### config.mk
export PLATFORM = sky130hd
export DESIGN_NAME = rbs_sequencer
export DESIGN_NICKNAME = d
export VERILOG_FILES = /design/src/design/rbs_pkg.sv /design/src/design/rbs_sync_if.sv /design/src/design/rbs_sequencer.sv /design/src/design/rbs_sync.sv
export SDC_FILE = /design/constraint.sdc
export NUM_CORES = 1
export LEC_CHECK = 0
export BUFFER_PORTS_ARGS = -buffer_cell sky130_fd_sc_hd__buf_2
export CORE_MARGIN = 3
export CORE_UTILIZATION = 24
export CTS_BUF_LIST = sky130_fd_sc_hd__clkbuf_4 sky130_fd_sc_hd__clkbuf_8
export DETAILED_ROUTE_END_ITERATION = 10
export PLACE_DENSITY_LB_ADDON = 0.15
export SLEW_MARGIN = 5
export SYNTH_ARGS = -nofsm -noshare
export SYNTH_HDL_FRONTEND = slang
export SYNTH_HIERARCHICAL = 1
export SYNTH_SLANG_ARGS = --single-unit
### constraint.sdc
create_clock -name sys_clk_in -period 5.5 [get_ports sys_clk_in]
set_input_delay 0.275 -clock sys_clk_in [delete_from_list [all_inputs] [get_ports sys_clk_in]]
set_output_delay 0.275 -clock sys_clk_in [all_outputs]
set_load 0.03 [all_outputs]
### src/design/rbs_pkg.sv
package rbs_pkg;

  // ----------------------------------------------------------------------
  // Reset stretch and clocking
  // ----------------------------------------------------------------------
  localparam int          RBS_STRETCH_CYCLES = 65536;   // Processor cycles after supply good
  localparam int          RBS_CLK_PERIOD_NS  = 100;     // sys_clk_in period
  localparam int          RBS_SYNC_STAGES    = 3;       // Pin input synchroniser depth

  // ----------------------------------------------------------------------
  // Program addresses and flash layout
  // ----------------------------------------------------------------------
  localparam logic [13:0] RBS_ROM_START      = 14'h0800;
  localparam logic [13:0] RBS_APP_START      = 14'h2200;
  localparam logic [13:0] RBS_SECT0_BASE     = 14'h2000;
  localparam logic [13:0] RBS_SECT1_BASE     = 14'h2100;
  localparam logic [13:0] RBS_SECT2_BASE     = 14'h2200;
  localparam logic [13:0] RBS_SECT2_LAST     = 14'h2fff;
  localparam logic [11:0] RBS_SECT0_WORDS    = 12'h100;
  localparam logic [11:0] RBS_SECT1_WORDS    = 12'h100;
  localparam logic [11:0] RBS_SECT2_WORDS    = 12'he00;
  localparam logic [7:0]  RBS_USER_BYTE_ERASED = 8'h00;
  localparam int          RBS_USER_BYTES     = 4;

  // ----------------------------------------------------------------------
  // Core reset values
  // ----------------------------------------------------------------------
  localparam logic [7:0]  RBS_MODE_STATUS_WORD_RESET    = 8'h00;
  localparam logic [15:0] RBS_IMASK_RESET    = 16'h0000;
  localparam logic [3:0]  RBS_STACK_EMPTY    = 4'h0;

  // Sequencer states
  typedef enum logic [2:0] {
    RBS_ST_RESET,
    RBS_ST_STRETCH,
    RBS_ST_ROM_CHECK,
    RBS_ST_ERASE,
    RBS_ST_FLASH_RUN,
    RBS_ST_EXT_BOOT
  } rbs_state_t;

endpackage

### src/design/rbs_sync_if.sv
`timescale 1ns/100ps
// Synchronised pin levels passed from the input stage to the sequencer
interface rbs_sync_if;
  logic supply_ok;
  logic supply_low;
  logic ext_reset_n;
  modport src (output supply_ok, output supply_low, output ext_reset_n);
  modport dst (input supply_ok, input supply_low, input ext_reset_n);
endinterface

### src/design/rbs_sequencer.sv
`timescale 1ns/100ps
// How it works
// RL1 - Supply below threshold holds core, peripherals reset
// RL2 - Hold reset 65536 cycles after supply rises
// RL3 - Power-down reset uses threshold minus hysteresis
// RL4 - External reset pin low forces full reset
// RL5 - Reset empties stacks, masks interrupts, clears status
// RL6 - Fetch starts at ROM address 0x0800
// RL7 - Boot code set jumps to flash 0x2200
// RL8 - Boot code clear boots from external device
// RL9 - Boot code set refuses utility and debugger
// RL10 - Only user program routines clear boot code
// RL11 - Secure erase wipes flash; plain clear keeps it
// RL12 - Sectors 256/256/3584 words at 0x2000/2100/2200
// RL13 - Erased user bytes read all zeros
// RL14 - Software should leave flash control to utility
// RL15 - Processor clock runs at twice input clock (here processor_clock_output runs at half the sys_clk_in rate)
// RL16 - External clock never halts or changes frequency
// RL17 - Supply dip restarts stretch count from zero
module rbs_sequencer
  import rbs_pkg::*;
#(
  parameter int STRETCH_CYCLES = RBS_STRETCH_CYCLES
) (
  // Clock, reset, enable
  input  wire logic        sys_clk_in,
  input  wire logic        rstn_in,
  input  wire logic        clk_en_in,
  // Supply comparators and reset pin
  input  wire logic        supply_above_vrst_in,
  input  wire logic        supply_below_vhyst_in,
  input  wire logic        ext_reset_n_in,
  // Boot code and ROM routine requests from the running program
  input  wire logic        boot_code_nv_in,
  input  wire logic        secure_erase_req_in,
  input  wire logic        boot_clear_req_in,
  input  wire logic        erase_done_in,
  input  wire logic        debug_req_in,
  // Flash sector lookup
  input  wire logic [13:0] pm_addr_in,
  input  wire logic [1:0]  user_byte_sel_in,
  input  wire logic [31:0] user_bytes_nv_in,
  input  wire logic        user_bytes_erased_in,
  // Reset outputs
  output logic             core_reset_out,
  output logic             periph_reset_out,
  output logic [3:0]       stack_ptr_out,
  output logic [15:0]      irq_mask_out,
  output logic [7:0]       mode_status_word_out,
  // Boot control
  output logic [13:0]      fetch_addr_out,
  output logic             fetch_valid_out,
  output logic             ext_boot_out,
  output logic             flash_erase_out,
  output logic             boot_code_clear_out,
  output logic             debug_ack_out,
  output logic             debug_lock_out,
  // Flash decode and user bytes
  output logic [1:0]       flash_sector_out,
  output logic             flash_hit_out,
  output logic [7:0]       user_byte_out,
  // Processor clock
  output logic             processor_clock_output
);
  // ----------------------------------------------------------------------
  // Input synchronisers
  // ----------------------------------------------------------------------
  rbs_sync_if sync_if ();

  rbs_sync #(.RESET_VAL(1'b0)) u_sync_ok (
    .sys_clk_in (sys_clk_in),
    .rstn_in    (rstn_in),
    .clk_en_in  (clk_en_in),
    .async_in   (supply_above_vrst_in),
    .level_out  (sync_if.supply_ok)
  );
  rbs_sync #(.RESET_VAL(1'b1)) u_sync_low (
    .sys_clk_in (sys_clk_in),
    .rstn_in    (rstn_in),
    .clk_en_in  (clk_en_in),
    .async_in   (supply_below_vhyst_in),
    .level_out  (sync_if.supply_low)
  );
  rbs_sync #(.RESET_VAL(1'b0)) u_sync_rst (
    .sys_clk_in (sys_clk_in),
    .rstn_in    (rstn_in),
    .clk_en_in  (clk_en_in),
    .async_in   (ext_reset_n_in),
    .level_out  (sync_if.ext_reset_n)
  );

  // ----------------------------------------------------------------------
  // Power-good with hysteresis
  // ----------------------------------------------------------------------
  logic power_good;
  // Rise needs the upper threshold, fall needs the lower one, so noise between them does nothing
  wire  next_power_good = power_good ? !sync_if.supply_low   // [RL3]
                                     : sync_if.supply_ok;    // [RL1]
  wire  reset_cause     = !next_power_good || !sync_if.ext_reset_n;  // [RL4]

  // ----------------------------------------------------------------------
  // Sequencer
  // ----------------------------------------------------------------------
  rbs_state_t state;
  rbs_state_t next_state;
  logic [31:0] stretch_cnt;
  localparam logic [31:0] STRETCH_LAST = 32'(STRETCH_CYCLES - 1);
  wire  stretch_done = (stretch_cnt == STRETCH_LAST);
  logic boot_code;                     // Working copy of the nonvolatile boot code

  always_comb begin
    next_state = state;
    unique case (state)
      RBS_ST_RESET:     next_state = RBS_ST_STRETCH;
      RBS_ST_STRETCH:   if (stretch_done) next_state = RBS_ST_ROM_CHECK;       // [RL2]
      RBS_ST_ROM_CHECK: next_state = boot_code ? RBS_ST_FLASH_RUN              // [RL7]
                                               : RBS_ST_EXT_BOOT;              // [RL8]
      RBS_ST_FLASH_RUN: if (secure_erase_req_in) next_state = RBS_ST_ERASE;    // [RL10]
      RBS_ST_ERASE:     if (erase_done_in) next_state = RBS_ST_FLASH_RUN;      // [RL11]
      RBS_ST_EXT_BOOT:  next_state = RBS_ST_EXT_BOOT;
    endcase
  end

  // State register; any reset cause drops back and restarts the count
  always_ff @(posedge sys_clk_in or negedge rstn_in) begin
    if (!rstn_in) begin
      state       <= RBS_ST_RESET;
      stretch_cnt <= '0;
      power_good  <= 1'b0;
    end else if (clk_en_in) begin
      power_good <= next_power_good;
      if (reset_cause) begin
        state       <= RBS_ST_RESET;                 // [RL1] [RL4]
        stretch_cnt <= '0;                           // [RL17]
      end else begin
        state       <= next_state;
        stretch_cnt <= (state == RBS_ST_STRETCH) ? stretch_cnt + 32'h1 : '0;
      end
    end
  end

  // ----------------------------------------------------------------------
  // Boot code copy: loaded at reset exit, cleared only by the ROM routines
  // ----------------------------------------------------------------------
  wire in_reset   = (state == RBS_ST_RESET) || (state == RBS_ST_STRETCH);
  wire user_runs  = (state == RBS_ST_FLASH_RUN);
  wire clear_now  = user_runs && boot_clear_req_in;                        // [RL10]
  wire erase_end  = (state == RBS_ST_ERASE) && erase_done_in;

  always_ff @(posedge sys_clk_in or negedge rstn_in) begin
    if (!rstn_in) begin
      boot_code <= 1'b0;
    end else if (clk_en_in) begin
      if (in_reset) begin
        boot_code <= boot_code_nv_in;
      end else if (clear_now || erase_end) begin
        boot_code <= 1'b0;                           // [RL11]
      end
    end
  end

  // ----------------------------------------------------------------------
  // Flash sector decode and user bytes
  // ----------------------------------------------------------------------
  wire       hit    = (pm_addr_in >= RBS_SECT0_BASE) && (pm_addr_in <= RBS_SECT2_LAST);  // [RL12]
  wire [1:0] sector = (pm_addr_in >= RBS_SECT2_BASE) ? 2'h2 :
                      (pm_addr_in >= RBS_SECT1_BASE) ? 2'h1 : 2'h0;
  wire [7:0] ubyte  = user_bytes_erased_in ? RBS_USER_BYTE_ERASED                        // [RL13]
                                           : user_bytes_nv_in[{user_byte_sel_in, 3'h0} +: 8];

  // ----------------------------------------------------------------------
  // Registered outputs
  // ----------------------------------------------------------------------
  wire locked = boot_code;                                                   // [RL9]
  // Reset outputs follow the next state, so they fall in the very cycle that the ROM start
  // address is first shown; a set boot code would otherwise skip the ROM fetch altogether
  wire next_in_reset = reset_cause || (next_state == RBS_ST_RESET) || (next_state == RBS_ST_STRETCH);

  always_ff @(posedge sys_clk_in or negedge rstn_in) begin
    if (!rstn_in) begin
      core_reset_out       <= 1'b1;
      periph_reset_out     <= 1'b1;
      stack_ptr_out        <= RBS_STACK_EMPTY;
      irq_mask_out         <= RBS_IMASK_RESET;
      mode_status_word_out <= RBS_MODE_STATUS_WORD_RESET;
      fetch_addr_out       <= RBS_ROM_START;
      fetch_valid_out      <= 1'b0;
      ext_boot_out         <= 1'b0;
      flash_erase_out      <= 1'b0;
      boot_code_clear_out  <= 1'b0;
      debug_ack_out        <= 1'b0;
      debug_lock_out       <= 1'b0;
      flash_sector_out     <= 2'h0;
      flash_hit_out        <= 1'b0;
      user_byte_out        <= RBS_USER_BYTE_ERASED;
    end else if (clk_en_in) begin
      core_reset_out   <= next_in_reset;                                    // [RL1] [RL2]
      periph_reset_out <= next_in_reset;                                    // [RL1]
      if (in_reset) begin
        stack_ptr_out        <= RBS_STACK_EMPTY;                            // [RL5]
        irq_mask_out         <= RBS_IMASK_RESET;                            // [RL5]
        mode_status_word_out <= RBS_MODE_STATUS_WORD_RESET;                            // [RL5]
      end
      fetch_valid_out <= !next_in_reset;                                    // [RL6]
      if (state == RBS_ST_STRETCH || state == RBS_ST_RESET) begin
        fetch_addr_out <= RBS_ROM_START;                                    // [RL6]
      end else if (state == RBS_ST_ROM_CHECK && boot_code) begin
        fetch_addr_out <= RBS_APP_START;                                    // [RL7]
      end
      ext_boot_out        <= (state == RBS_ST_ROM_CHECK && !boot_code) || (state == RBS_ST_EXT_BOOT);  // [RL8]
      flash_erase_out     <= (state == RBS_ST_ERASE);                       // [RL11]
      boot_code_clear_out <= clear_now || erase_end;
      debug_lock_out      <= locked;
      debug_ack_out       <= debug_req_in && !locked && !in_reset;          // [RL9]
      flash_sector_out    <= sector;
      flash_hit_out       <= hit;
      user_byte_out       <= ubyte;
    end
  end

  // ----------------------------------------------------------------------
  // Processor clock: toggles on each enabled sys_clk_in rising edge, giving half the sys_clk_in rate,
  // so only the input clock rate when sys_clk_in is already the doubled internal clock. Limitation: the
  // real doubler is analog; here sys_clk_in stands for the processor cycle.
  // ----------------------------------------------------------------------
  always_ff @(posedge sys_clk_in or negedge rstn_in) begin
    if (!rstn_in) begin
      processor_clock_output <= 1'b0;
    end else if (clk_en_in) begin
      processor_clock_output <= !processor_clock_output;                    // [RL15]
    end
  end
endmodule

### src/design/rbs_sync.sv
`timescale 1ns/100ps
// Three-stage synchroniser; a change is accepted once stages two and three agree
module rbs_sync
  import rbs_pkg::*;
#(
  parameter logic RESET_VAL = 1'b0
) (
  // Clock and reset
  input  wire logic sys_clk_in,
  input  wire logic rstn_in,
  input  wire logic clk_en_in,
  // Level
  input  wire logic async_in,
  output logic      level_out
);
  logic [RBS_SYNC_STAGES-1:0] stage;
  wire                        agree = (stage[1] == stage[2]);

  // Shift chain; only stage 1 reads stage 0
  always_ff @(posedge sys_clk_in or negedge rstn_in) begin
    if (!rstn_in) begin
      stage     <= {RBS_SYNC_STAGES{RESET_VAL}};
      level_out <= RESET_VAL;
    end else if (clk_en_in) begin
      stage <= {stage[RBS_SYNC_STAGES-2:0], async_in};
      if (agree) begin
        level_out <= stage[2];
      end
    end
  end
endmodule

-- After elaboration in Yosys (flattened, before gate mapping)
Cells that the tools add are included.
- register bits: 82
- input port bits: 60
- output and inout bits: 62
- logic and storage cells: 83
- add/sub/neg operators: 1
- magnitude comparators: 4
- equality and inequality tests: 10
- shift operators: 1
- muxes and demuxes: 16
- reduce and logical (&&, ||, !) cells: 29
- operators with widths (cell ; number):
    32-bit two-way mux ; 2
    14-bit greater-or-equal comparator (second input constant) ; 3
    32-bit by 1-bit adder with 32-bit output (second input constant) ; 1
    32-bit by 16-bit equality test with 1-bit output (second input constant) ; 1
    32-bit by 6-bit variable part select with 8-bit output ; 1
    14-bit two-way mux ; 2
    3-bit case mux with 6 select lines ; 1
    14-bit <= comparator (second input constant) ; 1
    3-bit two-way mux ; 4
    2-bit AND reduction ; 5
    8-bit two-way mux ; 1
    1-bit logical AND ; 7
    1-bit zero test ; 7
    3-bit by 1-bit equality test with 1-bit output (second input constant) ; 2
    3-bit by 2-bit equality test with 1-bit output (second input constant) ; 2
    3-bit equality test (second input constant) ; 2
    3-bit zero test ; 2
    1-bit logical OR ; 6
    1-bit two-way mux ; 5
    2-bit nonzero test ; 2
    1-bit equality test ; 3
    2-bit two-way mux ; 1

-- Longest topological paths before layout
- depth in word-level cells: 7
- gate-level depth with buffers: 7

-- By module
The synthesis kept the hierarchy.
- modules (own cells, without submodules) (module ; times used ; cells each ; area each (um^2)):
    rbs_sequencer ; 1 ; 363 ; 3507.1
    rbs_sync (u_sync_ok ...) ; 2 ; 12 ; 155.1
    rbs_sync (u_sync_low) ; 1 ; 12 ; 160.2

-- Worst setup path after synthesis
No wires, ideal clock.
- kind: reg-to-reg
- start: register stretch_cnt[0]
- end: register stretch_cnt[18]
- data arrival time: 1832 ps
- path slack: 3591 ps
- stages on the path, launching flop included: 7
- buffers on the path: 1
- cell sequence: dfrtp_1 -> ha_1 -> nand3_1 -> or4_1 -> clkbuf_1 -> or4_1 -> a21oi_1
- cells in the longest elaborated chain, start to end: 3
- ends and longest elaborated chain (element ; RTL line ; source):
    start: declaration ; rbs_sequencer.sv:106 ; logic [31:0] stretch_cnt;
    start signal: assignment ; rbs_sequencer.sv:137 ; stretch_cnt <= (state == RBS_ST_STRETCH) ? stretch_cnt + 32'h1 : '0;
    32-bit by 1-bit adder with 32-bit output ; rbs_sequencer.sv:137 ;
    32-bit two-way mux ; rbs_sequencer.sv:137 ;
    32-bit two-way mux ; rbs_sequencer.sv:132 ; if (reset_cause) begin
Every way passes these cells.
A chain may end at the register's enable or synchronous reset.

==> results.yml <==
drt:
  first_pass_iters: 4
  wl_per_cell_um: 13.4
  drtAntennaViolNets: 0
  drtIter0Drc: 165
  wl_mm: 9.20
  num_vias: 3168
  drc: 0
  avgViaCountPerCell: 4.61
synthesis:
  async_reset_ff_share_pct: 100
  synth_ff_type: "dfrtp_1"
  synth.distinct_cells: 55
  syn_inst: 399
  ys_seq_area_share_pct: 44.2
  synth_area_um2: 3980
  synth-seq-cells: 70
  yosys_warnings: 6
  avgSynthCellArea_um2: 9.97
  synth_edf_count: 0
placed_design:
  io_buffers: 74
  gp_congestion: 0.761
  place_ws_ns: 2.60
  hpwl_mm: 6.52
grt:
  overflow: 0
  track_usage_pct: 10.3
  grt_antenna_before_repair: 0
  grt_max_degree: 71
  grt_pass1_wl_mm: 15.3
  first_global_vias: 3204
worst_setup_path:
  r2r-end: "stretch_cnt[21]"
  regToRegSetupSlack_ns: 3.32
  reg2reg_depth: 4
  crit_required_ns: 5.71
  cp_max_fo: 41
  startpoint_type: "input pin"
  critPathKind: "input pin to flip-flop"
  r2r_start: "stretch_cnt[3]"
  worstPathArrival_ns: 2.76
  worstSetupEndpointType: "flip-flop"
power:
  p_leak_uw: 0.00198
  ir_drop_mv: 0.142
  powerDensity_nw_per_um2: 279
die:
  die_y_um: 135
  initial_core_util_pct: 24.8
  die_w_um: 135
  rows: 46
  io_pins: 122
  core_area_um2: 16100
  die_area_um2: 18200
sta:
  slew_viol_final: 0
  setup_viol: 0
  fin_crit_sh_pct: 46.4
  setup_ws_ns: 2.95
  fmax_ghz: 0.392
  tns_ns: 0
  rsz0062_at_grt: "no"
  worst_pin_slew_ns: 0.916
  fin_crit_ns: 2.55
  hold_violations: 0
  fin_worst_skew_ns: 0.00667
  max-slew-margin-rel_pct: 39.0
status:
  status: "completed"
clock_network:
  postCtsSetupRepairBufs: 0
  post_cts_resized: 0
  cts_tree: "built"
  hold_buffers: 0
  numCtsBuffers: 9
  clk_latency_ns: 0.35
  htreeDepth: 3
  clock-sinks: 70
  cts_buffer_depth: 2
  clk_pin_slew_worst_paths_ns: 0.07
  cts-root-buf: "clkbuf_8"
min_path:
  hp-class: "input pin to asynchronous set/reset pin"
final_layout:
  area_growth_pct: 15.8
  num_antenna_cells: 0
  fillCellCount: 1710
  fin_nets: 528
  final_layout_size_suffix_gt1_share_pct: 25.3
run:
  drv_cap: 0
-- through the flow --
stage               area, µm²  std cells  hold WS, ns  utilization, %  total power [µW]
floorplan                4120        437      -0.0206               -               807
global placement         4400        671        0.458            27.4               864
detailed placement       4400        671        0.459            27.4               867
CTS                      4600        687        0.144            28.7              1310
global route             4600        687        0.142            28.7              1360
finish                   4600        687        0.128            28.7              1290
-- how the worst max path moves through the flow --
stage          slack, ns           start  depth (start not counted)              end
6_report            2.95       clk_en_in                          6  stretch_cnt[27]
5_1_grt             2.69       clk_en_in                          6  stretch_cnt[31]
4_1_cts             2.96       clk_en_in                          6  stretch_cnt[31]
3_5_place_dp        2.60       clk_en_in                          6  stretch_cnt[31]
3_3_place_gp        2.58       clk_en_in                          6  stretch_cnt[31]
2_1_floorplan       3.59  stretch_cnt[0]                          6  stretch_cnt[18]
-- cells by family (layout without fill, tap and decap cells) --
family	count (synthesis)	in the layout	synth area share (%)
AO/OA/AOI/OAI	88	88	15.5
XOR/XNOR	7	7	1.54
adder cells (fa/ha/maj)	2	2	0.629
buffers and inverters	87	121	12.3
flip-flops	70	70	44.2
multiplexers	19	19	7.55
other	1	39	0.0943
AND/OR/NAND/NOR	125	125	18.2
-- cells in the mapped netlist, types with 2 or more instances --
| library cell | count | area, µm² |
|---|---|---|
| nand2_1 | 24 | 90.1 |
| nand3b_1 | 2 | 15.0 |
| a32o_1 | 2 | 20.0 |
| buf_2 | 3 | 15.0 |
| o311ai_0 | 7 | 61.3 |
| o21ai_0 | 19 | 95.1 |
| nor2_1 | 12 | 45.0 |
| mux4_2 | 8 | 180 |
| a22oi_1 | 2 | 15.0 |
| or3_1 | 8 | 50.1 |
| xor2_1 | 3 | 26.3 |
| xnor2_1 | 4 | 35.0 |
| nand2b_1 | 16 | 100 |
| and4_1 | 5 | 43.8 |
| nand4_1 | 12 | 75.1 |
| nor2b_1 | 3 | 18.8 |
| nand3_1 | 14 | 70.1 |
| ha_1 | 2 | 25.0 |
| nor4_1 | 6 | 37.5 |
| o2bb2ai_1 | 13 | 114 |
| o22ai_1 | 2 | 12.5 |
| buf_1 | 2 | 7.51 |
| inv_1 | 27 | 101 |
| dfstp_2 | 6 | 158 |
| or4_1 | 14 | 105 |
| a21oi_1 | 20 | 100 |
| o31ai_1 | 4 | 30.0 |
| buf_4 | 42 | 315 |
| clkbuf_1 | 12 | 45.0 |
| o41ai_1 | 7 | 61.3 |
| mux2_2 | 8 | 90.1 |
| mux2i_1 | 3 | 30.0 |
| dfrtp_1 | 64 | 1600 |
| o221ai_1 | 2 | 17.5 |
-- flip-flops by register name, indices dropped and copies added (netlist names), 2 cells and up --
name,cells
user_byte_out,8
stretch_cnt,32
u_sync_rst/stage,3
u_sync_ok/stage,3
fetch_addr_out,2
u_sync_low/stage,3
flash_sector_out,2
state,3
-- routing by layer --
metal / track usage (%) / wire, µm / share of wire (%)
met1: 12.8 / 4140 / 45
met2: 17.4 / 4470 / 49
met3: 3.46 / 514 / 5.6
met4: 2.26 / 76 / 0.83
met5: 0 / 0 / 0
-- report_power, final --
group	leakage (µW)	switching (µW)	internal, µW
registers	0.000917	39.8	560
logic	0.000952	168	86.1
clock network	0.000110	194	237
-- critical path, cell delays in order --
cell and delay (ns):
buf_2 0.55, buf_4 0.32, nand4_1 0.31, or4_1 0.77, o311ai_0 0.38, o41ai_1 0.13
-- final cells by class --
class | count | area (µm²) | area share [%]
Clock buffer | 12 | 159 | 3.45
Clock inverter | 4 | 45.0 | 0.978
Inverter | 28 | 105 | 2.28
Multi-Input combinational cell | 280 | 1870 | 40.7
Sequential cell | 70 | 1760 | 38.2
Tap cell | 216 | 270 | 5.87
Timing Repair Buffer | 77 | 393 | 8.53
-- cell usage in the layout, fill, tap and decap left out, types with 4 or more instances in the layout --
| cell type | synthesis | final |
|---|---|---|
| conb_1 | 1 | 39 |
| dfrtp_1 | 64 | 64 |
| nor2_1 | 12 | 12 |
| nand2b_1 | 16 | 16 |
| buf_2 | 3 | 74 |
| clkbuf_8 | 0 | 11 |
| o2bb2ai_1 | 13 | 13 |
| o21ai_0 | 19 | 19 |
| dfstp_2 | 6 | 6 |
| o41ai_1 | 7 | 7 |
| inv_1 | 27 | 27 |
| nand4_1 | 12 | 12 |
| o31ai_1 | 4 | 4 |
| xnor2_1 | 4 | 4 |
| nand2_1 | 24 | 24 |
| or4_1 | 14 | 14 |
| nand3_1 | 14 | 14 |
| mux2_2 | 8 | 8 |
| o311ai_0 | 7 | 7 |
| or3_1 | 8 | 8 |
| mux4_2 | 8 | 8 |
| nor4_1 | 6 | 6 |
| a21oi_1 | 20 | 20 |
| and4_1 | 5 | 5 |
Note: power is estimated with default switching activity, not from simulation.
